===== src/core/arf_pkg.sv =====
package arf_pkg;

  // ****************************************************************
  // frame fields and codes
  // ****************************************************************
  localparam logic [3:0] ARF_CMD_READ_ACCEL = 4'h2;
  localparam logic [3:0] ARF_GLOBAL_ADDR = 4'h0;
  localparam int ARF_ACC_W = 10;
  localparam logic [4:0] ARF_LEN_MIN = 5'h08;
  localparam logic [4:0] ARF_LEN_NINE = 5'h09;
  localparam logic [4:0] ARF_LEN_FULL = 5'h0A;
  localparam logic [4:0] ARF_LEN_LONG = 5'h10;
  localparam logic [3:0] ARF_CRC_LEN_MAX = 4'h8;
  localparam logic [7:0] ARF_TRUNC_MIN8 = 8'h01;
  localparam logic [8:0] ARF_TRUNC_MIN9 = 9'h001;
  localparam logic [9:0] ARF_ACC_MID = 10'h200;

  // ****************************************************************
  // response bit positions
  // ****************************************************************
  localparam int ARF_BIT_ERR = 10;
  localparam int ARF_BIT_ZERO = 11;
  localparam int ARF_BIT_SELF_TEST = 12;
  localparam int ARF_BIT_ATTR0 = 13;
  localparam int ARF_BIT_ATTR1 = 14;

  // ****************************************************************
  // register map, fields and reset values
  // ****************************************************************
  localparam logic [7:0] ARF_OFF_CTRL = 8'h00;
  localparam logic [7:0] ARF_OFF_STATUS = 8'h04;
  localparam logic [7:0] ARF_OFF_MASK = 8'h08;
  localparam logic [7:0] ARF_OFF_LAST_RSP = 8'h0C;
  localparam logic [7:0] ARF_OFF_ACCEL = 8'h10;
  localparam int ARF_CTRL_ADDR_LSB = 0;
  localparam int ARF_CTRL_ATTR_LSB = 4;
  localparam int ARF_CTRL_CRC_LSB = 8;
  localparam logic [11:0] ARF_CTRL_RESET = 12'h000;
  localparam int ARF_STAT_W = 4;
  localparam int ARF_EV_ANSWERED = 0;
  localparam int ARF_EV_MISMATCH = 1;
  localparam int ARF_EV_GLOBAL = 2;
  localparam int ARF_EV_SUBST = 3;
  localparam logic [3:0] ARF_STAT_RESET = 4'h0;
  localparam logic [3:0] ARF_MASK_RESET = 4'h0;

  // command frame as delivered by the bus receiver
  typedef struct packed {
    logic [7:0] data;
    logic [3:0] addr;
    logic [3:0] code;
  } arf_cmd_type;

  // response frame handed to the bus transmitter
  typedef struct packed {
    logic [15:0] word;
    logic [4:0] len;
    logic [3:0] crc_len;
  } arf_rsp_type;

endpackage


===== src/core/arf_formatter.sv =====
`timescale 1ns/100ps
`default_nettype none

module arf_formatter (
  input wire logic clk,
  input wire logic rst,
  input wire logic [7:0] bus_addr,
  input wire logic [31:0] bus_wdata,
  input wire logic bus_wr,
  input wire logic bus_rd,
  output logic [31:0] bus_rdata,
  input wire logic cmd_valid,
  input wire arf_pkg::arf_cmd_type cmd,
  input wire logic [4:0] rsp_len,
  input wire logic [9:0] accel_result,
  input wire logic internal_error,
  input wire logic self_test_active_flag,
  output logic rsp_valid,
  output arf_pkg::arf_rsp_type rsp,
  output logic irq
);

  // ****************************************************************
  // registers
  // ****************************************************************
  logic [11:0] ctrl_reg;
  logic [3:0] status_reg;
  logic [3:0] mask_reg;
  logic [15:0] last_rsp_reg;
  logic [31:0] rdata_reg;
  logic rsp_valid_reg;
  arf_pkg::arf_rsp_type rsp_reg;
  logic irq_reg;

  logic [3:0] dev_addr;
  logic [1:0] attribute_bits;
  logic [3:0] crc_len;
  logic [3:0] stat_set;
  logic [3:0] stat_clr;
  logic addr_hit;
  logic is_global;
  logic len_ok;
  logic accept;
  logic subst;
  logic [15:0] word_next;
  logic [15:0] len_mask;
  logic [7:0] trunc8;
  logic [8:0] trunc9;

  assign dev_addr = ctrl_reg[arf_pkg::ARF_CTRL_ADDR_LSB +: 4];
  assign attribute_bits = ctrl_reg[arf_pkg::ARF_CTRL_ATTR_LSB +: 2];
  assign crc_len = ctrl_reg[arf_pkg::ARF_CTRL_CRC_LSB +: 4];

  // ****************************************************************
  // request decode
  // ****************************************************************
  // only code and address are looked at; data bits feed the check code elsewhere
  assign addr_hit = (cmd.addr == dev_addr);
  assign is_global = (cmd.addr == arf_pkg::ARF_GLOBAL_ADDR);
  assign len_ok = (rsp_len >= arf_pkg::ARF_LEN_MIN) && (rsp_len <= arf_pkg::ARF_LEN_LONG);
  // a device left at address zero answers nothing, since that is the global address
  assign accept = cmd_valid && (cmd.code == arf_pkg::ARF_CMD_READ_ACCEL)
                  && addr_hit && !is_global && len_ok;

  // ****************************************************************
  // response word build
  // ****************************************************************
  assign trunc8 = accel_result[9:2];
  assign trunc9 = accel_result[9:1];

  // bits at or above the length are padding and forced low
  always_comb begin
    len_mask = 16'h0000;
    for (int i = 0; i < 16; i++) begin
      if (5'(i) < rsp_len) begin
        len_mask[i] = 1'b1;
      end
    end
  end

  // result placement; a truncated 8- or 9-bit result of zero is replaced by one, so code 0 stays the error code
  always_comb begin
    word_next = 16'h0000;
    subst = 1'b0;
    if (rsp_len == arf_pkg::ARF_LEN_LONG) begin
      word_next = {cmd.addr, 1'b0, internal_error, accel_result};
    end else begin
      if (rsp_len == arf_pkg::ARF_LEN_MIN) begin
        if (trunc8 == 8'h00) begin
          word_next[7:0] = arf_pkg::ARF_TRUNC_MIN8;
          subst = 1'b1;
        end else begin
          word_next[7:0] = trunc8;
        end
      end else if (rsp_len == arf_pkg::ARF_LEN_NINE) begin
        if (trunc9 == 9'h000) begin
          word_next[8:0] = arf_pkg::ARF_TRUNC_MIN9;
          subst = 1'b1;
        end else begin
          word_next[8:0] = trunc9;
        end
      end else begin
        word_next[9:0] = accel_result;
      end
      // flag bits appear only where the length reaches them
      word_next[arf_pkg::ARF_BIT_ERR] = internal_error;
      word_next[arf_pkg::ARF_BIT_ZERO] = 1'b0;
      word_next[arf_pkg::ARF_BIT_SELF_TEST] = self_test_active_flag;
      word_next[arf_pkg::ARF_BIT_ATTR0] = attribute_bits[0];
      word_next[arf_pkg::ARF_BIT_ATTR1] = attribute_bits[1];
      word_next = word_next & len_mask;
    end
  end

  // ****************************************************************
  // response output
  // ****************************************************************
  // one answer per accepted request, one cycle after the command
  always_ff @(posedge clk or posedge rst) begin
    if (rst) begin
      rsp_valid_reg <= 1'b0;
      rsp_reg <= '0;
      last_rsp_reg <= 16'h0000;
    end else begin
      rsp_valid_reg <= accept;
      if (accept) begin
        rsp_reg.word <= word_next;
        rsp_reg.len <= rsp_len;
        rsp_reg.crc_len <= crc_len;
        last_rsp_reg <= word_next;
      end
    end
  end

  // ****************************************************************
  // events and interrupt
  // ****************************************************************
  always_comb begin
    stat_set = 4'h0;
    stat_set[arf_pkg::ARF_EV_ANSWERED] = accept;
    stat_set[arf_pkg::ARF_EV_MISMATCH] = cmd_valid && !addr_hit && !is_global
                                         && (cmd.code == arf_pkg::ARF_CMD_READ_ACCEL);
    stat_set[arf_pkg::ARF_EV_GLOBAL] = cmd_valid && is_global
                                       && (cmd.code == arf_pkg::ARF_CMD_READ_ACCEL);
    stat_set[arf_pkg::ARF_EV_SUBST] = accept && subst;
  end

  assign stat_clr = (bus_wr && bus_addr == arf_pkg::ARF_OFF_STATUS) ? bus_wdata[3:0] : 4'h0;

  // set beats a same-cycle write-one clear so no event is lost
  always_ff @(posedge clk or posedge rst) begin
    if (rst) begin
      status_reg <= arf_pkg::ARF_STAT_RESET;
    end else begin
      status_reg <= (status_reg & ~stat_clr) | stat_set;
    end
  end

  // registered from current status, so it trails the status bit of a new event by one cycle
  always_ff @(posedge clk or posedge rst) begin
    if (rst) begin
      irq_reg <= 1'b0;
    end else begin
      irq_reg <= |(status_reg & mask_reg);
    end
  end

  // ****************************************************************
  // register port
  // ****************************************************************
  // writes; crc length above eight is clamped to keep the frame legal
  always_ff @(posedge clk or posedge rst) begin
    if (rst) begin
      ctrl_reg <= arf_pkg::ARF_CTRL_RESET;
      mask_reg <= arf_pkg::ARF_MASK_RESET;
    end else if (bus_wr) begin
      if (bus_addr == arf_pkg::ARF_OFF_CTRL) begin
        ctrl_reg[7:0] <= bus_wdata[7:0];
        if (bus_wdata[11:8] > arf_pkg::ARF_CRC_LEN_MAX) begin
          ctrl_reg[11:8] <= arf_pkg::ARF_CRC_LEN_MAX;
        end else begin
          ctrl_reg[11:8] <= bus_wdata[11:8];
        end
      end else if (bus_addr == arf_pkg::ARF_OFF_MASK) begin
        mask_reg <= bus_wdata[3:0];
      end
    end
  end

  // reads answer the cycle after the strobe; unmapped reads give zero
  always_ff @(posedge clk or posedge rst) begin
    if (rst) begin
      rdata_reg <= 32'h0000_0000;
    end else if (bus_rd) begin
      if (bus_addr == arf_pkg::ARF_OFF_CTRL) begin
        rdata_reg <= {20'h00000, ctrl_reg};
      end else if (bus_addr == arf_pkg::ARF_OFF_STATUS) begin
        rdata_reg <= {28'h0000000, status_reg};
      end else if (bus_addr == arf_pkg::ARF_OFF_MASK) begin
        rdata_reg <= {28'h0000000, mask_reg};
      end else if (bus_addr == arf_pkg::ARF_OFF_LAST_RSP) begin
        rdata_reg <= {16'h0000, last_rsp_reg};
      end else if (bus_addr == arf_pkg::ARF_OFF_ACCEL) begin
        rdata_reg <= {22'h000000, accel_result};
      end else begin
        rdata_reg <= 32'h0000_0000;
      end
    end else begin
      rdata_reg <= 32'h0000_0000;
    end
  end

  assign bus_rdata = rdata_reg;
  assign rsp_valid = rsp_valid_reg;
  assign rsp = rsp_reg;
  assign irq = irq_reg;

  // ****************************************************************
  // assertions
  // ****************************************************************
  property p_answer_on_accept;
    @(posedge clk) disable iff (rst)
      accept |=> rsp_valid && rsp.len == $past(rsp_len);
  endproperty
  a_answer_on_accept: assert property (p_answer_on_accept) else $error("accepted read not answered");

  property p_no_answer_mismatch;
    @(posedge clk) disable iff (rst)
      cmd_valid && cmd.addr != dev_addr |=> !rsp_valid;
  endproperty
  a_no_answer_mismatch: assert property (p_no_answer_mismatch) else $error("answered foreign address");

  property p_no_global;
    @(posedge clk) disable iff (rst)
      cmd_valid && cmd.addr == arf_pkg::ARF_GLOBAL_ADDR |=> !rsp_valid;
  endproperty
  a_no_global: assert property (p_no_global) else $error("answered global address");

  property p_long_layout;
    @(posedge clk) disable iff (rst)
      accept && rsp_len == arf_pkg::ARF_LEN_LONG |=>
        rsp.word == {$past(cmd.addr), 1'b0, $past(internal_error), $past(accel_result)};
  endproperty
  a_long_layout: assert property (p_long_layout) else $error("long response layout wrong");

  property p_short8;
    @(posedge clk) disable iff (rst)
      accept && rsp_len == arf_pkg::ARF_LEN_MIN && accel_result[9:2] != 8'h00 |=>
        rsp.word[7:0] == $past(accel_result[9:2]);
  endproperty
  a_short8: assert property (p_short8) else $error("8-bit truncation wrong");

  property p_trunc_nonzero;
    @(posedge clk) disable iff (rst)
      rsp_valid && rsp.len < arf_pkg::ARF_LEN_FULL |-> rsp.word != 16'h0000;
  endproperty
  a_trunc_nonzero: assert property (p_trunc_nonzero) else $error("truncation gave zero");

  property p_padding;
    @(posedge clk) disable iff (rst)
      rsp_valid |-> (rsp.word & ~(16'hFFFF >> (5'h10 - rsp.len))) == 16'h0000;
  endproperty
  a_padding: assert property (p_padding) else $error("bits beyond length not padded");

  property p_err_flag;
    @(posedge clk) disable iff (rst)
      accept && rsp_len > 5'h0A |=> rsp.word[arf_pkg::ARF_BIT_ERR] == $past(internal_error);
  endproperty
  a_err_flag: assert property (p_err_flag) else $error("error flag wrong");

  property p_self_test_flag;
    @(posedge clk) disable iff (rst)
      accept && rsp_len > 5'h0C && rsp_len < arf_pkg::ARF_LEN_LONG |=>
        rsp.word[arf_pkg::ARF_BIT_SELF_TEST] == $past(self_test_active_flag);
  endproperty
  a_self_test_flag: assert property (p_self_test_flag) else $error("self-test flag wrong");

  property p_irq_follows;
    @(posedge clk) disable iff (rst)
      ##1 1'b1 |-> irq == $past(|(status_reg & mask_reg));
  endproperty
  a_irq_follows: assert property (p_irq_follows) else $error("interrupt level wrong");

  c_long: cover property (@(posedge clk) disable iff (rst)
    accept && rsp_len == arf_pkg::ARF_LEN_LONG);
  c_subst: cover property (@(posedge clk) disable iff (rst) accept && subst);
  c_mismatch: cover property (@(posedge clk) disable iff (rst)
    stat_set[arf_pkg::ARF_EV_MISMATCH]);

endmodule // arf_formatter

`default_nettype wire


===== config.mk =====
export PLATFORM = sky130hd
export DESIGN_NAME = arf_formatter
export DESIGN_NICKNAME = d
export VERILOG_FILES = /design/src/core/arf_pkg.sv /design/src/core/arf_formatter.sv
export SDC_FILE = /design/constraint.sdc
export NUM_CORES = 1
export LEC_CHECK = 0
export ABC_CLOCK_PERIOD_IN_PS = 4900
export BUFFER_PORTS_ARGS = -buffer_cell sky130_fd_sc_hd__buf_2
export CAP_MARGIN = 30
export CORE_MARGIN = 3
export CORE_UTILIZATION = 52
export CTS_CLUSTER_DIAMETER = 100
export DETAILED_ROUTE_END_ITERATION = 6
export HOLD_SLACK_MARGIN = 0.06
export PLACE_DENSITY = 0.9
export SLEW_MARGIN = 20
export SYNTH_ARGS = -nofsm -noshare
export SYNTH_HDL_FRONTEND = slang
export SYNTH_SLANG_ARGS = --single-unit

===== constraint.sdc =====
create_clock -name clk -period 4.9 [get_ports clk]
set_input_delay 0.49 -clock clk [delete_from_list [all_inputs] [get_ports clk]]
set_output_delay 0.49 -clock clk [all_outputs]
set_load 0.03 [all_outputs]

==> results.md <==
- Critical path required time: between 5 and 6 ns
- P&R area growth vs syn: 18.8%
- Kind of critical path: in2reg
- Max IR drop VDD: 181 uV
- Most frequent CP cell: buf_6
- Fin util: approximately two thirds
- EDFF count, synth: 0
- H-tree Lvls: 3
- Via Count: around 2,800
- Drc violations: 0
- FFs w/ async S/R, synth: 100%
- Vias in the first global route: 2,625
- Commonest cells after routing, fill and taps aside: buf_2 (91), dfrtp_1 (62), mux2_2 (36)
- Seq/Total Area, Yosys: between 40% and 50%
- Dpl cell area: 3810 um^2
- Setup slack at placement: 2.14 ns
- CP max-delay cell: nor4_1
- CTS Hold Bufs: 0
- CTS sink cnt: 62
- Yosys reg bits: 62
- Commonest non-fill, non-tap cell in the layout: buf_2
- Worst Path Arrival: 2.62 ns
- Startpoint types: input port
- Crit path buffers/inverters: 3
- Starting Density: 55.0%
- R2r setup slk: 2.65 ns
- Setup TNS: 0 ns
- Number of detailed-route iterations in the first pass: 5
- Final ANT Viol Nets: 0
- Syn avg cell area: 10.6 um^2
- RSZ-0062 raised after global routing: no
- Worst-margin pin slew: 0.810 ns
- First-pass GRT wire length: 13.2 mm
- Total power: between 1000 and 1500 uW
- WL/cell: 17.1 um
- Yosys warning total: 0
- Mapped Cells: 316
- GRT Total Usage: 22.9%
- Number of antenna violations at the first check in global routing: 0
- Main synth FF type: dfrtp_1
- PwrDens: approximately 270 nW/um^2
- Max_cap viols: 0
- IO Pins: approximately 140
- CTS Buffer Depth: 2
- Root buffer cell: clkbuf_8
- Largest register FFs: 24
- Skew final: roughly 0.0074 ns
- RD Place Congestion: 0.938
- N_diodes: 0
- Final Max Slew Viols: 0
- Slew headroom: 45.5%
- Drt via density: 5.79
- Die height: about 86 um
- Post_cts resized: 0
- Outcome: finished clean
- Crit. path cell count: 7
- Worst-Skew Late Latency: 0.33 ns
- P_leak: 0.00203 uW
- Num CTS Buffers: 9
- Final Instance Area: 3980 um^2
- Tmin final: 2.41 ns
- Detailed Route WL: 8.27 mm
- Horiz. Die Dim: approximately 86 um
- Worst path max stage delay: about 0.5 ns
- Fin crit share: between 40 and 50%
- Port Buffers: 91
- Post-DP HPWL: between 6 and 7 mm
- Cell variety after synth: 50
- Post-CTS Setup Bufs: 0
- Pin count of the biggest net entering global routing: 63
- FMAX: 0.414 GHz
- Setup violators final: 0
- Syn Std Cell Area: 3350 um^2
- Cell Rows: 28
- Critical path fanouts, max: 23
- Core area: 6100 um^2
- Crit end category: flop
- Die area: 7440 um^2
- Total gr overflow: 0
- Setup slack after layout: 2.49 ns
- Final Hold Fails: 0
- R2R cell count: 6
- Worst-path cell chain: buf_2 -> nor4_1 -> nand2_1 -> a211oi_4 -> buf_6 -> buf_6 -> mux2_2
- NumNets Final: just under 500
- HP Class: in2async
- Clock slew at reported path FFs: 0.06 ns
- Ratio of cells with drive above 1 in the final layout: 37.3%
- CTS tree: yes
- Cell family with the largest share of critical-path delay: simple AND/OR/NAND/NOR gates
- First DRT Iteration DRCs: between 200 and 300
-- cell usage after synthesis (2+ instances only) --
library cell   n  area (um^2)
xnor2_1        4         35.0
o22ai_1        5         31.3
nand4_1        3         18.8
buf_4         19          143
nand2_1       13         48.8
inv_1         12         45.0
nor3_1         6         30.0
nor4_1         9         56.3
a21oi_1       13         65.1
and4_1         3         26.3
mux2_2        36          405
mux2i_1       13          130
nand3_1        4         20.0
nor2b_1       10         62.6
clkbuf_1      12         45.0
a22o_1         4         35.0
a211oi_1       2         15.0
and2_1        11         68.8
nor2_1        15         56.3
or3_1          4         25.0
nand2b_1       2         12.5
o2bb2ai_1      9         78.8
a22oi_1        9         67.6
dfrtp_1       62         1550
buf_1          2         7.51
buf_2          2         10.0
o21ai_0        8         40.0
a21o_1         2         15.0
-- layout make-up --
type,instances,area [um^2]
Multi-Input combinational cell,223,1620
Timing Repair Buffer,96,500
Fill cell,502,2110
Sequential cell,62,1550
Clock buffer,14,163
Tap cell,75,93.8
Inverter,12,45.0
Clock inverter,1,5.00
-- worst reg2reg max path: stages (launching register included) --
cell	delay [ns]
dfrtp_1	0.43
xnor2_1	0.23
nand4_1	0.26
a211oi_4	0.48
buf_6	0.23
buf_6	0.16
mux2_2	0.34
-- report_power, final --
| part | switching (uW) | leakage [uW] | internal [uW] | total [uW] |
|---|---|---|---|---|
| Sequential | 10.4 | 0.000839 | 524 | 534 |
| Combinational | 91.9 | 0.00111 | 49.1 | 141 |
| Clock | 182 | 0.0000865 | 208 | 391 |
-- routing by layer --
metal	track usage (%)	vias up	share of wire [%]
li1	-	1288	-
met1	31.2	1336	42
met2	35.2	149	47
met3	5.04	23	8.9
met4	10.1	0	2.9
met5	0	-	0
-- path summary, 6_finish.rpt --
check | from | end
worst max-delay path | rsp_len[0] | rsp[0]
worst min-delay path | rst | rsp[19]
worst max register to register | ctrl_reg[0] | rsp[0]
worst min register to register | rsp[8] | rsp[8]
max in group asynchronous | rst | ctrl_reg[1]
min in group clk | bus_wdata[6] | ctrl_reg[6]
-- through the flow --
| step | hold slack [ns] | instances |
|---|---|---|
| floorplan | 0.473 | 332 |
| global placement | 0.486 | 466 |
| detailed placement | 0.479 | 468 |
| CTS | 0.381 | 483 |
| global route | 0.384 | 483 |
| finish | 0.371 | 483 |
-- logic make-up (layout without fill, tap and decap cells) --
kind of cell              count (synthesis)  in the layout  synth area share (%)
AOI/OAI and AO/OA                        62             62                  13.0
other                                     1             17                 0.112
xor gates and xnor gates                  4              4                  1.05
DFF                                      62             62                  46.3
muxes                                    49             49                  16.0
and+or+nand+nor                          91             91                  16.1
buffers and inverters                    47            123                  7.47
(Power assumes the default switching activity.)
